==> config.mk <==
export PLATFORM = sky130hd
export DESIGN_NAME = line_frame_sync
export DESIGN_NICKNAME = d
export VERILOG_FILES = /design/src/include/sync_pkg.sv /design/src/design/line_frame_sync.sv
export VERILOG_INCLUDE_DIRS = /design/src /design/src/include
export SDC_FILE = /design/constraint.sdc
export NUM_CORES = 1
export LEC_CHECK = 0
export CORE_MARGIN = 2
export CORE_UTILIZATION = 65
export CTS_BUF_LIST = sky130_fd_sc_hd__clkbuf_8 sky130_fd_sc_hd__clkbuf_16
export DETAILED_ROUTE_END_ITERATION = 6
export DONT_BUFFER_PORTS = 1
export PLACE_DENSITY_LB_ADDON = 0.25
export SETUP_SLACK_MARGIN = 0.2
export SYNTH_ARGS = -nofsm -noshare
export SYNTH_HDL_FRONTEND = slang
export SYNTH_SLANG_ARGS = --single-unit
==> constraint.sdc <==
create_clock -name i_clock -period 9.45 [get_ports i_clock]
set_input_delay 0.4725 -clock i_clock [delete_from_list [all_inputs] [get_ports i_clock]]
set_output_delay 0.4725 -clock i_clock [all_outputs]
set_load 0.005 [all_outputs]
==> src/include/sync_params.svh <==
`ifndef SYNC_PARAMS_SVH
`define SYNC_PARAMS_SVH
// Notes on behaviour
// [RULE_01] Frame pulse is 7 ms or 16.67 ms.
// [RULE_02] Frame trailing edge raises frame interrupt.
// [RULE_03] Line time zero is line trailing edge.
// [RULE_04] Each line pulse raises line interrupt.
// [RULE_05] Realign sampling clock at line time zero.
// [RULE_06] Host windows reject sync outside them.
// [RULE_07] Manual start pulse acts as frame sync.
// [RULE_08] Host sends synthetic frame at preset time.
// [RULE_09] Host fills missing frame sync in lock.
// [RULE_10] Survive up to two missing line pulses.
// [RULE_11] Zero correction per line unless sync missing.
// [RULE_12] First sample within half kilometre of zero.
// [RULE_13] Line sync marks first byte to packer.
// [RULE_14] Frame width counted within tolerance band.
// [RULE_15] Interrupts held pending until acknowledged.

// ----------------------------------------------------------------
// Timing
// ----------------------------------------------------------------
`define CLK_FREQ_HZ        40000000
`define FRAME_OLD_US       7000
`define FRAME_NEW_US       16670
`define FRAME_OLD_CYC      ((`FRAME_OLD_US * (`CLK_FREQ_HZ / 1000000)))
`define FRAME_NEW_CYC      ((`FRAME_NEW_US * (`CLK_FREQ_HZ / 1000000)))
`define FRAME_TOL_PCT      10
`define PHASE_ERR_MAX_KM_X10 5
`endif

==> src/include/sync_pkg.sv <==
package sync_pkg;
  typedef enum logic [1:0] {
    FMT_OLD,
    FMT_NEW,
    FMT_RSVD0,
    FMT_RSVD1
  } format_t;
  typedef enum {
    LS_IDLE,
    LS_PULSE
  } pulse_state_t;
endpackage : sync_pkg
==> src/design/line_frame_sync.sv <==
`include "sync_params.svh"
module line_frame_sync #(
  parameter int unsigned FRAME_OLD_CYC = `FRAME_OLD_CYC,
  parameter int unsigned FRAME_NEW_CYC = `FRAME_NEW_CYC,
  parameter int unsigned TOL_PCT       = `FRAME_TOL_PCT,
  parameter int unsigned LINE_CYC_MAX  = 65535,
  parameter int unsigned MISS_MAX      = 2
) (
  input  wire logic             i_clock,
  input  wire logic             i_rst,
  input  wire sync_pkg::format_t i_format,
  input  wire logic             i_video_pulse,
  input  wire logic             i_line_pulse,
  input  wire logic             i_frame_window_en,
  input  wire logic             i_frame_window,
  input  wire logic             i_line_window_en,
  input  wire logic             i_line_window,
  input  wire logic             i_manual_start,
  input  wire logic             i_synth_frame,
  input  wire logic             i_frame_irq_ack,
  input  wire logic             i_line_irq_ack,
  output logic                  o_frame_irq,
  output logic                  o_line_irq,
  output logic                  o_line_time_zero,
  output logic                  o_phase_reset,
  output logic                  o_first_byte_mark,
  output logic                  o_zero_correct,
  output logic                  o_line_missing,
  output logic [1:0]            o_miss_count
);
  import sync_pkg::*;

  localparam int unsigned CW = 32;

  // ----------------------------------------------------------------
  // Elaboration checks
  // ----------------------------------------------------------------
  // The bridged-line count is two bits wide.
  if (MISS_MAX < 1 || MISS_MAX > 3) begin : g_bad_miss_max
    $error("MISS_MAX must lie between 1 and 3.");
  end
  // A band of 100 percent or more would accept a pulse of no width.
  if (TOL_PCT >= 100) begin : g_bad_tol_pct
    $error("TOL_PCT must stay below 100.");
  end
  if (FRAME_OLD_CYC < 2 || FRAME_NEW_CYC < 2) begin : g_bad_frame_cyc
    $error("Frame widths must be at least two cycles.");
  end
  // The band must end below the width counter's saturation value.
  if (64'(FRAME_OLD_CYC) * 64'(100 + TOL_PCT) >= 64'h63_FFFF_FF9C ||
      64'(FRAME_NEW_CYC) * 64'(100 + TOL_PCT) >= 64'h63_FFFF_FF9C) begin : g_bad_band
    $error("Frame width band exceeds the width counter.");
  end
  // A learnt line period must hold at least two cycles.
  if (LINE_CYC_MAX < 2) begin : g_bad_line_max
    $error("LINE_CYC_MAX must be at least two.");
  end

  // ----------------------------------------------------------------
  // Frame pulse width measurement
  // ----------------------------------------------------------------
  logic [CW-1:0] fwidth_r;
  logic          video_d_r;
  logic [CW-1:0] nominal;
  logic [CW-1:0] lo_lim;
  logic [CW-1:0] hi_lim;
  logic          frame_end;
  logic          frame_ok;
  logic          frame_evt;

  always_comb begin
    nominal = (i_format == FMT_NEW) ? CW'(FRAME_NEW_CYC) : CW'(FRAME_OLD_CYC);
    lo_lim  = CW'((64'(nominal) * 64'(100 - TOL_PCT)) / 64'd100);
    hi_lim  = CW'((64'(nominal) * 64'(100 + TOL_PCT)) / 64'd100);
  end

  // [RULE_01] Width counter.
  always_ff @(posedge i_clock or posedge i_rst) begin
    if (i_rst) begin
      fwidth_r  <= '0;
      video_d_r <= 1'b0;
    end else begin
      video_d_r <= i_video_pulse;
      if (!i_video_pulse) begin
        fwidth_r <= '0;
      end else if (fwidth_r != '1) begin
        fwidth_r <= fwidth_r + 1'b1;
      end
    end
  end

  // Trailing edge with the width still held in the counter.
  assign frame_end = video_d_r && !i_video_pulse;
  // [RULE_14] Tolerance band check.
  assign frame_ok  = frame_end && (fwidth_r >= lo_lim) && (fwidth_r <= hi_lim)
                     && (!i_frame_window_en || i_frame_window);
  // [RULE_07] Manual start accepted.
  assign frame_evt = frame_ok || i_manual_start || i_synth_frame;

  // ----------------------------------------------------------------
  // Line sync trailing edge
  // ----------------------------------------------------------------
  logic          line_d_r;
  logic          line_evt;
  logic [CW-1:0] lcount_r;
  logic [CW-1:0] lperiod_r;
  logic          period_known_r;
  logic          miss_tick;
  logic          from_real_r;

  always_ff @(posedge i_clock or posedge i_rst) begin
    if (i_rst) begin
      line_d_r <= 1'b0;
    end else begin
      line_d_r <= i_line_pulse;
    end
  end

  // [RULE_03] Trailing edge, gated by window.
  assign line_evt = line_d_r && !i_line_pulse && (!i_line_window_en || i_line_window);

  // Period learnt from the last good line, so a dropped pulse can be bridged.
  assign miss_tick = period_known_r && !line_evt && (lcount_r >= lperiod_r)
                     && (o_miss_count < 2'(MISS_MAX));

  // [RULE_10] Flywheel over missed lines.
  always_ff @(posedge i_clock or posedge i_rst) begin
    if (i_rst) begin
      lcount_r       <= '0;
      lperiod_r      <= '0;
      period_known_r <= 1'b0;
      o_miss_count   <= 2'h0;
      o_line_missing <= 1'b0;
    end else begin
      if (frame_evt) begin
        lcount_r       <= '0;
        period_known_r <= 1'b0;
        o_miss_count   <= 2'h0;
        o_line_missing <= 1'b0;
      end else if (line_evt) begin
        if (from_real_r && lcount_r != '0 && lcount_r <= CW'(LINE_CYC_MAX)) begin
          lperiod_r      <= lcount_r;
          period_known_r <= 1'b1;
        end
        lcount_r       <= 'd1;
        o_miss_count   <= 2'h0;
        o_line_missing <= 1'b0;
      end else if (miss_tick) begin
        lcount_r       <= 'd1;
        o_miss_count   <= o_miss_count + 2'h1;
        o_line_missing <= 1'b1;
      end else if (lcount_r != '0 && lcount_r != '1) begin
        // The count waits at zero until the first real line after reset or a frame.
        lcount_r <= lcount_r + 1'b1;
        if (o_miss_count == 2'(MISS_MAX) && lcount_r >= lperiod_r) begin
          period_known_r <= 1'b0;
        end
      end
    end
  end

  // A count that restarted at a bridged line only measures the flywheel's own
  // guess, so the period is learnt only between two real lines.
  always_ff @(posedge i_clock or posedge i_rst) begin
    if (i_rst) begin
      from_real_r <= 1'b0;
    end else if (frame_evt || miss_tick) begin
      from_real_r <= 1'b0;
    end else if (line_evt) begin
      from_real_r <= 1'b1;
    end
  end

  // ----------------------------------------------------------------
  // Line outputs
  // ----------------------------------------------------------------
  // Bridged lines still realign the sampling clock; the zero correction
  // and the line interrupt are skipped, since no reference pulse preceded them.
  always_ff @(posedge i_clock or posedge i_rst) begin
    if (i_rst) begin
      o_line_time_zero  <= 1'b0;
      o_phase_reset     <= 1'b0;
      o_first_byte_mark <= 1'b0;
      o_zero_correct    <= 1'b0;
    end else begin
      o_line_time_zero  <= line_evt || miss_tick;
      // [RULE_05] Phase realign pulse.
      // [RULE_12] One cycle after the edge.
      o_phase_reset     <= line_evt || miss_tick;
      // [RULE_13] First byte mark.
      o_first_byte_mark <= line_evt || miss_tick;
      // [RULE_11] Zero correction real lines.
      o_zero_correct    <= line_evt;
    end
  end

  // ----------------------------------------------------------------
  // Pending interrupts
  // ----------------------------------------------------------------
  // [RULE_02] Frame interrupt set.
  // [RULE_15] Set wins over ack.
  always_ff @(posedge i_clock or posedge i_rst) begin
    if (i_rst) begin
      o_frame_irq <= 1'b0;
    end else if (frame_evt) begin
      o_frame_irq <= 1'b1;
    end else if (i_frame_irq_ack) begin
      o_frame_irq <= 1'b0;
    end
  end

  // [RULE_04] Line interrupt set.
  always_ff @(posedge i_clock or posedge i_rst) begin
    if (i_rst) begin
      o_line_irq <= 1'b0;
    end else if (line_evt) begin
      o_line_irq <= 1'b1;
    end else if (i_line_irq_ack) begin
      o_line_irq <= 1'b0;
    end
  end

endmodule : line_frame_sync

==> impl_results.md, run 1 <==
* Routed via count at 4909
* Max-cap violations at 0
* Gr usage total at 25.7%
* Synth Cell Area at 6480 sq um
* Slowest CP cell: nor2b_1
* DRC Markers at 0
* Post-synth ARST share at 100%
* Leak at 3.02 nW
* Post-Syn Nets at 732
* Site Rows at 36
* Register-to-register setup slack at 5900 ps
* DR pass1 iterations at 5
* Boundary pin count at 23
* Outcome: finished, final reports clean
* Average size of a mapped cell at 9.61 sq um
* Yosys Warn Count at 0
* Most frequent cells in the layout: dfrtp_1 (107), inv_1 (51), nand3_1 (47), nor2_1 (44)
* CTS Root Cell: clkbuf_8
* Gr ovfl total at 0
* Final period util at 40.7%
* DP HPWL at 9420 um
* Share of cells above drive strength 1 at 7.35%
* Crit path buffers/inverters at 2
* Top delay family on crit path: simple AND/OR/NAND/NOR gates
* CTS tree: done
* Relative slew slack at 34.4%
* Core Util, Final at 69.1%
* Post-Synthesis Cells at 675
* VDD IR-drop max at 66.9 uV
* Setup TNS Final at 0 ps
* CP peak stage delay at 690 ps
* Commonest non-fill, non-tap cell in the layout: dfrtp_1
* Drt total wl at 13500 um
* Die Wd at 104 um
* Final min period at 3850 ps
* Fmax at 260 MHz
* Reg2reg end: lcount_r[6]
* Clk pin slew, worst setup/hold paths at 100 ps
* Unrepaired setup endpoints after global routing: false
* Class of the worst hold path: in -> async
* Cell taking the most area after synthesis: dfrtp_1
* Die height at 104 um
* P&R area growth vs syn at 3.74%
* Placed cells at 784
* Largest cells by area after synthesis: dfrtp_1 (41%), ha_1 (8.3%), mux2i_1 (3.9%)
* Req. time, crit path at 9700 ps
* R2r startpoint: lcount_r[29]
* Worst-skew pair later-pin latency at 370 ps
* Clock skew at 11.1 ps
* Post-route ant nets at 0
* R2R depth at 9
* Pwr dens at 125 nW/um^2
* Startpoint types: primary input
* IO buf count at 0
* Starting DRC count in detailed routing at 242
* Initial core utilization at 66.6%
* Final Setup Violations at 0
* Worst path arrival time at 4100 ps
* Sink Count at 107
* Layout Nets at 719
* CP Capture Type: register
* Clock tree buffer depth at 2
* Drt wl/cell at 16.8 um
* CTS H-Tree Depth at 3
* Core box area at 9730 sq um
* Area share of the largest cell type after synthesis at 41.3%
* First-pass GRT wire length at 22900 um
* Post-synth EDFFs at 0
* Pin count of the biggest net entering global routing at 55
* Seq/Total Area, Yosys at 41.3%
* Dpl ws at 5250 ps
* Post-CTS Hold Buffers at 0
* Average via count per standard cell at 6.14
* Num CTS Buffers at 9
* Initial antenna violation count at 0
* Worst setup margin at 5600 ps
* Fin cells at 800
* Vias in the first global route at 4884
* Kind of critical path: in -> reg
* Worst-path cell chain: nor2b_1 -> inv_1 -> ha_1 -> a21o_1 -> maj3_1 -> nand2_1 -> nand3_1 -> o21ai_1 -> and2_1 -> nor3_4 -> buf_4 -> mux2_2
* Slew @ Worst Pin at 983 ps
* Diode count at 0
* Post-CTS Setup Inserts at 0
* Fin. Hold Viols at 0
* Top_reg_cell synth: dfrtp_1
* Flops & latches, synth at 107
* Gp weighted congestion at 0.914
* Slew Viols, Final at 0
* Maximum fanout along the worst path at 32
* Total Die Area at 10800 sq um
* Cts repair resizes at 0
* Synth unique cells at 65
==> area by class of cell <==
cell class                 count  area (sq um)
inverter                      51           194
multi-input combinational    489          3470
clock inverter                 7          66.3
timing repair buffer           4          30.0
fill                         794          3000
sequential                   107          2680
clock buffer                   9           124
tap                          133           166
==> how the worst max path moves through the flow <==
stage                startpoint            end  cells after the start
floorplan                 i_rst    from_real_r                      1
global placement    i_format[0]  lperiod_r[14]                     12
detailed placement  i_format[0]  lperiod_r[13]                     12
CTS                 i_format[0]  lperiod_r[13]                     12
global route        i_format[0]  lperiod_r[13]                     12
finish              i_format[0]  lperiod_r[13]                     12
==> per-layer routing <==
| metal | vias to the layer above | wire length, um | track usage, % |
|---|---|---|---|
| met5 | - | 0 | 0 |
| met4 | 0 | 208 | 8.49 |
| met3 | 18 | 461 | 2.44 |
| met2 | 111 | 6940 | 45.3 |
| met1 | 2412 | 5850 | 33.3 |
| li1 | 2368 | - | - |
==> kinds of logic after synthesis <==
family	Yosys count	share of synthesized area, %
and+or+nand+nor	293	25.5
buffers and inverters	79	5.46
adders and majority gates	44	8.45
muxes	40	6.46
DFF	107	41.3
AOI/OAI and AO/OA	79	8.36
xor gates and xnor gates	33	4.46
==> metrics by stage <==
stage / area [sq um] / hold WS (ps) / power [mW]
6_report: 6730 / 73.8 / 0.843
5_1_grt: 6730 / 115 / 0.878
4_1_cts: 6730 / 86.3 / 0.851
3_5_place_dp: 6540 / 491 / 0.574
3_3_place_gp: 6540 / 478 / 0.569
2_1_floorplan: 6480 / 463 / 0.557
==> flip-flops by register name, indices dropped and copies added, names as in the netlist, 2 cells and up <==
name,cells
fwidth_r,32
lcount_r,32
lperiod_r,32
o_miss_count,2
==> cells in the mapped netlist, types with 3 or more instances <==
master,n
nor2_1,44
and2_1,31
a21oi_1,26
buf_6,5
nand3_1,48
ha_1,43
nor4_1,18
dfrtp_1,107
nor4b_2,3
or3_1,7
inv_1,51
xor2_1,15
mux2_2,15
nand4_1,21
and4_1,8
clkbuf_1,13
o21ai_0,13
xnor2_1,18
nand3b_1,20
nor3b_1,3
nand2_1,43
nor2b_1,10
mux2i_1,25
buf_4,4
nor3_1,19
o31ai_1,5
nor4b_1,3
a21o_1,5
and3_1,4
buf_2,4
==> worst reg2reg max path, stage by stage (launching register included) <==
cell and delay [ps]:
dfrtp_1 460, ha_1 340, nand4_1 140, nor4_1 410, a22oi_1 150, o211ai_1 110
a31o_2 240, nand3_2 780, nand2_1 630, o21ba_1 200
==> power by group <==
part	leakage (nW)	switching (mW)	internal, mW
combinational	1.52	0.0570	0.0282
clock	0.105	0.156	0.122
sequential	1.40	0.00698	0.472
Power figures use the tool's default switching activity.
==> inputs of run 2 (changes only) <==
--- a/config.mk
+++ b/config.mk
@@ -6,6 +6,7 @@
 export SDC_FILE = /design/constraint.sdc
 export NUM_CORES = 1
 export LEC_CHECK = 0
+export ABC_AREA = 1
 export CORE_MARGIN = 2
 export CORE_UTILIZATION = 65
 export CTS_BUF_LIST = sky130_fd_sc_hd__clkbuf_8 sky130_fd_sc_hd__clkbuf_16
==> constraint.sdc (replaced) <==
create_clock -name i_clock -period 3.74 [get_ports i_clock]
set_input_delay 0.187 -clock i_clock [delete_from_list [all_inputs] [get_ports i_clock]]
set_output_delay 0.187 -clock i_clock [all_outputs]
set_load 0.005 [all_outputs]
==> run 2 against run 1 <==
  * Design area up 10%
  * Synthesized cell count increased by 43%
  * Via count increased by 27%
  * Clock skew grew 6.3 ps
  * Core utilization barely moved
  * First-iteration DRC count rose to 2.5 times the previous value
  * Register-to-register slack got worse by 5200 ps
  * Die area increased by 9.5%
  * Final cell count up 38%
  * Synthesized area grew 9.8%
  * Non-clock buffer count up 10
  * Critical endpoint is now period_known_r
==> impl_results.md, run 2 <==
* Diode count at 0 (unchanged)
* Clock tree buffer depth at 2 (unchanged)
* Fin. Hold Viols at 0 (unchanged)
* Simple-gate share of the synthesized area at 31.4% (+5.8 points)
* Largest regs: fwidth_r x32, lcount_r x32, lperiod_r x32
* Yosys Warn Count at 0 (unchanged)
* DRC Markers at 0 (unchanged)
* Top_reg_cell synth: dfrtp_1
* Synth Cell Area at 7120 sq um (+9.8%)
* Boundary pin count at 23 (unchanged)
* Outcome: finished, final reports clean
* Maximum fanout along the worst path at 29 (-9.4%)
* Slew Viols, Final at 0 (unchanged)
* Layout Nets at 1021 (+42%)
* Share of cells above drive strength 1 at 6.20% (-1.1 points)
* Final Setup Violations at 0 (unchanged)
* Flops & latches, synth at 107 (unchanged)
* Class of the worst hold path: in -> reg
* Post-Syn Nets at 1022 (+40%)
* Setup TNS Final at 0 ps (unchanged)
* VDD IR-drop max at 273 uV (+310%)
* Commonest non-fill, non-tap cell in the layout: nand2_1
* Largest cells by area after synthesis: dfrtp_1 (38%), nand2_1 (10%), inv_1 (7.8%)
* Startpoint types: register
* Fraction of synthesized area in multiplexers at 0% (-6.5 points)
* Drt total wl at 16000 um (+19%)
* Worst-path cell chain: ha_1 -> nand2_1 -> nor2_1 -> nand4_1 -> nor2_1 -> nand4_1 -> nand3_1 -> nand2_1 -> inv_1 -> buf_4 -> nand3_1 -> nand2_1 -> nor2_1 -> nand2_1 -> nand2_1
* Post-synth EDFFs at 0 (unchanged)
* Routed via count at 6246 (+27%)
* Initial core utilization at 66.3% (-0.36 points)
* Slowest CP cell: dfrtp_1
* Synth unique cells at 40 (-38%)
* Max-cap violations at 0 (unchanged)
* Area of the multi-input gates at 3720 sq um (+7.4%)
* Slew @ Worst Pin at 702 ps (-281 ps)
* Core Util, Final at 69.1% (about the same)
* Clock skew at 17.5 ps (+6.35 ps)
* Post-Synth Adder-Cell Area at 7.55% (-0.90 points)
* Unrepaired setup endpoints after global routing: false
* CTS tree: done
* CP peak stage delay at 470 ps (-220 ps)
* Final period util at 80.1%
* Average via count per standard cell at 5.64 (-8.1%)
* CTS Root Cell: clkbuf_8
* CP Capture Type: register
* Pwr Total at 1.97 mW (+130%)
* P&R area growth vs syn at 4.30%
* CP most frequent cell: nand2_1
* Worst path arrival time at 3290 ps (-810 ps)
* Pin count of the biggest net entering global routing at 50 (-9.1%)
* Vias in the first global route at 5649 (+16%)
* Starting DRC count in detailed routing at 605 (+150%)
* Fin cells at 1107 (+38%)
* Fill count at 952 (+20%)
* Num CTS Buffers at 9 (unchanged)
* Switching power at 0.506 mW (+130%)
* Cell-internal power at 1.46 mW (+140%)
* Comb pwr share at 6.9% (-3.2 points)
* Register-to-register setup slack at 740 ps (-5160 ps)
* Drt wl/cell at 14.5 um (-14%)
* Cell taking the most area after synthesis: dfrtp_1
* DR pass1 iterations at 5 (unchanged)
* Post-Synthesis Cells at 965 (+43%)
* Most frequent cells in the layout: nand2_1 (193), inv_1 (148), dfrtp_1 (107), nor2_1 (103), nand3_1 (78)
* Post-route ant nets at 0 (unchanged)
* Site Rows at 38 (+5.6%)
* Placed cells at 1088 (+39%)
* Average size of a mapped cell at 7.38 sq um (-23%)
* Commonest cells in the netlist: nand2_1 (193), inv_1 (148), dfrtp_1 (107)
* Post-synth ARST share at 100% (unchanged)
* Final min period at 3000 ps
* Die height at 109 um (+4.6%)
* Most frequent cell after synthesis: nand2_1
* Fmax at 334 MHz
* Req. time, crit path at 4040 ps (-5660 ps)
* DP HPWL at 11700 um (+24%)
* Synth Area in Compound Gates at 9.75% (+1.4 points)
* First-pass GRT wire length at 27500 um (+20%)
* Gr usage total at 29.7% (+4.1 points)
* Switch share at 25.7% (-0.47 points)
* Seq/Total Area, Yosys at 37.6% (-3.7 points)
* Sink Count at 107 (unchanged)
* Pwr dens at 265 nW/um^2 (+110%)
* Kind of critical path: reg -> reg
* Gp weighted congestion at 0.969 (+6.0%)
* Sequential share of power at 59.4% (+2.6 points)
* Register Area at 2680 sq um (unchanged)
* Largest family of logic cells by synthesized area: simple AND/OR/NAND/NOR gates
* Worst-skew pair later-pin latency at 400 ps (+30 ps)
* Die Wd at 109 um (+4.6%)
* Gr ovfl total at 0 (unchanged)
* Core box area at 10700 sq um (+10%)
* Clock power share at 33.6% (+0.5 points)
* IO buf count at 0 (unchanged)
* Leak at 3.53 nW (+17%)
* Total Die Area at 11800 sq um (+9.5%)
* Initial antenna violation count at 0 (unchanged)
* Area share of the largest cell type after synthesis at 37.6% (-3.7 points)
* Clk pin slew, worst setup/hold paths at 100 ps (about the same)
* Post-Synth XOR/XNOR Area at 3.57% (-0.89 points)
* Relative slew slack at 53.1% (+19 points)
* CTS H-Tree Depth at 3 (unchanged)
## run 2: changes by cell type after synthesis, moves of 25 or more
cell     before  now
mux2i_1      25    0
nand3_1      48   78
and2_1       31    1
nor3_1       19   49
nand2_1      43  193
o21ai_0      13   51
inv_1        51  148
nor2_1       44  103
## run 2: worst max-delay path, delay by kind of cell (launching register included)
kind / cells / cell delay [ps]
buf+inv: 2 / 510
fa+ha+maj: 1 / 330
flops: 1 / 470
simple gates: 12 / 1570
## run 2: layout make-up
type                       instances  share of cell area, %
multi-input combinational        682                   50.1
sequential                       107                   36.0
inverter                         150                   7.61
tap                              140                   2.36
clock buffer                      11                   2.04
timing repair buffer              14                   1.58
clock inverter                     3                  0.219
## run 2: per-layer routing
metal,share of wire [%],up-vias,global-route usage [%]
li1,-,3138,-
met1,48,2850,44.9
met2,43,231,42.9
met3,7.9,27,6.87
met4,1.5,0,7.78
met5,0,-,0
## run 2: kinds of logic after synthesis
kind of cell	after synthesis
fa+ha+maj	43
xor+xnor	29
simple gates	490
flops	107
buf+inv	176
compound gates	120
## run 2: final timing paths
| path | from | endpoint | cells after the start |
|---|---|---|---|
| worst max-delay path | lcount_r[29] | period_known_r | 15 |
| worst min-delay path | i_video_pulse | fwidth_r[28] | 3 |
| worst max register to register | lcount_r[29] | period_known_r | 15 |
| worst min register to register | lperiod_r[22] | lperiod_r[22] | 2 |
| max in group asynchronous | i_rst | o_miss_count[1] | 3 |
| min in group asynchronous | i_rst | lcount_r[30] | 2 |
## run 2: metrics by stage
stage	hold WS, ps	cell area [sq um]	setup WS (ps)
after floorplan	218	7120	736
after global placement	186	7210	739
after detailed placement	188	7210	607
after CTS	23.6	7420	596
after global routing	47.4	7430	421
final	31.9	7430	743
## run 2: power groups by stage
| stage | clock network [mW] | registers, mW | logic, mW |
|---|---|---|---|
| 3_5_place_dp | 0 | 1.19 | 0.127 |
| 4_1_cts | 0.671 | 1.17 | 0.136 |
| 5_1_grt | 0.714 | 1.17 | 0.155 |
| 3_3_place_gp | 0 | 1.19 | 0.125 |
| 6_report | 0.663 | 1.17 | 0.136 |
| 2_1_floorplan | 0 | 1.19 | 0.104 |
## run 2: repair_timing
action	in CTS	in global routing
hold buffers	5	0
setup endpoints to repair	0	1
resized for setup	0	1
hold endpoints to repair	68	0
setup buffers	0	0
==> inputs of run 3 (changes only) <==
--- a/config.mk
+++ b/config.mk
@@ -8,7 +8,7 @@
 export LEC_CHECK = 0
 export ABC_AREA = 1
 export CORE_MARGIN = 2
-export CORE_UTILIZATION = 65
+export CORE_UTILIZATION = 59
 export CTS_BUF_LIST = sky130_fd_sc_hd__clkbuf_8 sky130_fd_sc_hd__clkbuf_16
 export DETAILED_ROUTE_END_ITERATION = 6
 export DONT_BUFFER_PORTS = 1
==> constraint.sdc (replaced) <==
create_clock -name i_clock -period 2.6 [get_ports i_clock]
set_input_delay 0.13 -clock i_clock [delete_from_list [all_inputs] [get_ports i_clock]]
set_output_delay 0.13 -clock i_clock [all_outputs]
set_load 0.005 [all_outputs]
==> run 3 against run 2 <==
  * Clock skew down 9.4 ps
  * First-iteration DRC count is 26% lower
  * Non-clock buffer count up 56
  * Design area increased by 12%
  * Core utilization up 0.98 points
  * Setup slack got worse by 480 ps
  * Critical path type unchanged
  * Critical path depth grew 1
  * Power rose by 71%
  * Wire length up 18%
  * Worst hold slack improved by 5.3 ps
  * Final cell count is 5.9% higher
  * Sequential share of layout area down 3.9 points
==> impl_results.md, run 3 (synthesis results as in run 2) <==
* DRC Markers at 0 (unchanged)
* Switch share at 24.8% (-0.92 points)
* Final period util at 89.8% (+9.7 points)
* Class of the worst hold path: in -> reg
* First-pass GRT wire length at 29200 um (+6.4%)
* Average via count per standard cell at 5.70 (+0.97%)
* Die height at 114 um (+4.8%)
* Clock power share at 41.9% (+8.3 points)
* Share of cells above drive strength 1 at 15.8% (+9.6 points)
* CTS Root Cell: clkbuf_16
* Max-cap violations at 0 (unchanged)
* Final min period at 2340 ps (-661 ps)
* Post-route ant nets at 0 (unchanged)
* Worst-skew pair later-pin latency at 370 ps (-30 ps)
* Crit path buffers/inverters at 3 (+1)
* Slew Viols, Final at 0 (unchanged)
* Outcome: finished, final reports clean
* Commonest non-fill, non-tap cell in the layout: nand2_1
* Final Setup Violations at 0 (unchanged)
* Routed via count at 6677 (+6.9%)
* Gr usage total at 28.4% (-1.3 points)
* Drt wl/cell at 16.1 um (+11%)
* Core Util, Final at 70.1% (+0.98 points)
* Pwr dens at 404 nW/um^2 (+52%)
* Boundary pin count at 23 (unchanged)
* Startpoint types: register
* Req. time, crit path at 2840 ps (-1200 ps)
* CP peak stage delay at 390 ps (-80 ps)
* Relative slew slack at 48.8% (-4.3 points)
* Worst-path cell chain: ha_1 -> nand2_1 -> inv_1 -> o21ai_1 -> nand2_1 -> a21oi_2 -> nand2_1 -> nand2_1 -> nand3_2 -> nand2_2 -> inv_4 -> nor2_4 -> nand2_8 -> buf_12 -> nand3_1 -> o21ai_0
* Pin count of the biggest net entering global routing at 108 (+120%)
* Initial antenna violation count at 0 (unchanged)
* DR pass1 iterations at 6 (+1)
* Layout Nets at 1078 (+5.6%)
* Slowest CP cell: dfrtp_1
* Core box area at 11900 sq um (+11%)
* Clk pin slew, worst setup/hold paths at 70 ps (-30 ps)
* Vias in the first global route at 6174 (+9.3%)
* Sink Count at 107 (unchanged)
* Kind of critical path: reg -> reg
* Slew @ Worst Pin at 765 ps (+63.4 ps)
* Die Wd at 114 um (+4.8%)
* Unrepaired setup endpoints after global routing: true
* Drt total wl at 18900 um (+18%)
* IO buf count at 0 (unchanged)
* Largest regs: fwidth_r x32, lcount_r x32, lperiod_r x32
* DP HPWL at 12800 um (+9.0%)
* Leak at 3.95 nW (+12%)
* CP Capture Type: register
* Fin cells at 1172 (+5.9%)
* Switching power at 0.834 mW (+65%)
* Clock tree buffer depth at 2 (unchanged)
* Most frequent cells in the layout: nand2_1 (189), inv_1 (143), dfrtp_1 (99), nor2_1 (94), nand3_1 (74)
* Clock skew at 8.09 ps (-9.38 ps)
* Top delay family on crit path: simple AND/OR/NAND/NOR gates
* Diode count at 0 (unchanged)
* Initial core utilization at 59.8% (-6.5 points)
* Cell-internal power at 2.54 mW (+73%)
* Worst path arrival time at 2580 ps (-710 ps)
* Num CTS Buffers at 9 (unchanged)
* Maximum fanout along the worst path at 14 (-52%)
* CTS H-Tree Depth at 3 (unchanged)
* Comb pwr share at 8.1% (+1.2 points)
* Sequential share of power at 50.0% (-9.4 points)
* Starting DRC count in detailed routing at 447 (-26%)
* CP most frequent cell: nand2_1
* Total Die Area at 13000 sq um (+9.8%)
* P&R area growth vs syn at 17.3%
* Site Rows at 40 (+5.3%)
* Gr ovfl total at 0 (unchanged)
* Fin. Hold Viols at 0 (unchanged)
* CTS tree: done
* Setup TNS Final at 0 ps (unchanged)
* VDD IR-drop max at 315 uV (+16%)
* Fmax at 428 MHz (+28%)
* Placed cells at 1124 (+3.3%)
* Gp weighted congestion at 0.972 (+0.27%)
[run 3: changes by cell type in the layout (fill, tap and decap cells not counted), moves of 8 or more]
| cell | previous run | this run |
|---|---|---|
| nor2_2 | 5 | 14 |
| nor2_1 | 103 | 94 |
| buf_4 | 9 | 52 |
| dfrtp_1 | 107 | 99 |
| clkbuf_8 | 11 | 1 |
| clkbuf_16 | 0 | 12 |
| dfrtp_2 | 0 | 8 |
[run 3: final timing paths]
| kind | from | end | slack (ps) | cells past startpoint |
|---|---|---|---|---|
| worst max-delay path | lcount_r[11] | lcount_r[31] | 260 | 16 |
| worst min-delay path | i_video_pulse | fwidth_r[16] | 40 | 2 |
| worst max register to register | lcount_r[11] | lcount_r[31] | 260 | 16 |
| worst min register to register | lperiod_r[21] | lperiod_r[21] | 470 | 2 |
| max in group asynchronous | i_rst | fwidth_r[13] | 1730 | 3 |
| min in group asynchronous | i_rst | lperiod_r[26] | 420 | 3 |
[run 3: per-stage QoR]
step / instance area (sq um) / total power, mW / setup WS (ps) / hold WS [ps]
final: 8350 / 3.37 / 264 / 37.2
after global routing: 8350 / 3.47 / 137 / 72.6
after CTS: 7840 / 3.34 / 220 / 31.5
after detailed placement: 7480 / 1.93 / 166 / 162
after global placement: 7480 / 1.93 / 226 / 162
after floorplan: 7130 / 1.87 / 352 / 161
[run 3: final cells by class]
| cell class | instances | area, sq um |
|---|---|---|
| inverters | 150 | 573 |
| clock inverters | 5 | 55.1 |
| flip-flops and latches | 107 | 2690 |
| well taps | 147 | 184 |
| multi-input cells | 683 | 3930 |
| fillers | 981 | 3560 |
| repair buffers | 70 | 684 |
| clock buffers | 10 | 239 |
[run 3: worst reg2reg max path, cell delays in order (launching register included)]
cell and delay, ps:
dfrtp_1 390, ha_1 310, nand2_1 60, inv_1 50, o21ai_1 70, nand2_1 90
a21oi_2 190, nand2_1 80, nand2_1 80, nand3_2 90, nand2_2 120, inv_4 60
nor2_4 190, nand2_8 110, buf_12 170, nand3_1 70, o21ai_0 80
[run 3: what timing repair did]
| action | 4_1_cts | 5_1_grt |
|---|---|---|
| setup endpoints to repair | 19 | 74 |
| endpoints found under the hold margin | 128 | 0 |
| hold buffers | 5 | 0 |
| buffers inserted | 0 | 23 |
| gates resized for setup | 4 | 56 |
| gates cloned | 0 | 5 |
| pin swaps | 0 | 18 |
[run 3: power by group through the flow]
stage,registers (mW),clock network (mW),logic (mW)
3_5_place_dp,1.72,0,0.209
5_1_grt,1.69,1.49,0.295
6_report,1.69,1.41,0.273
4_1_cts,1.69,1.43,0.220
3_3_place_gp,1.72,0,0.207
2_1_floorplan,1.72,0,0.150
[run 3: per-layer routing]
metal	GRT usage [%]	wire (um)	share of wire (%)	up-vias
met3	3.72	975	5.2	60
met2	46.7	8960	47	230
met5	0	0	0	-
met4	14.3	860	4.6	0
li1	-	-	-	3253
met1	37.2	8090	43	3134
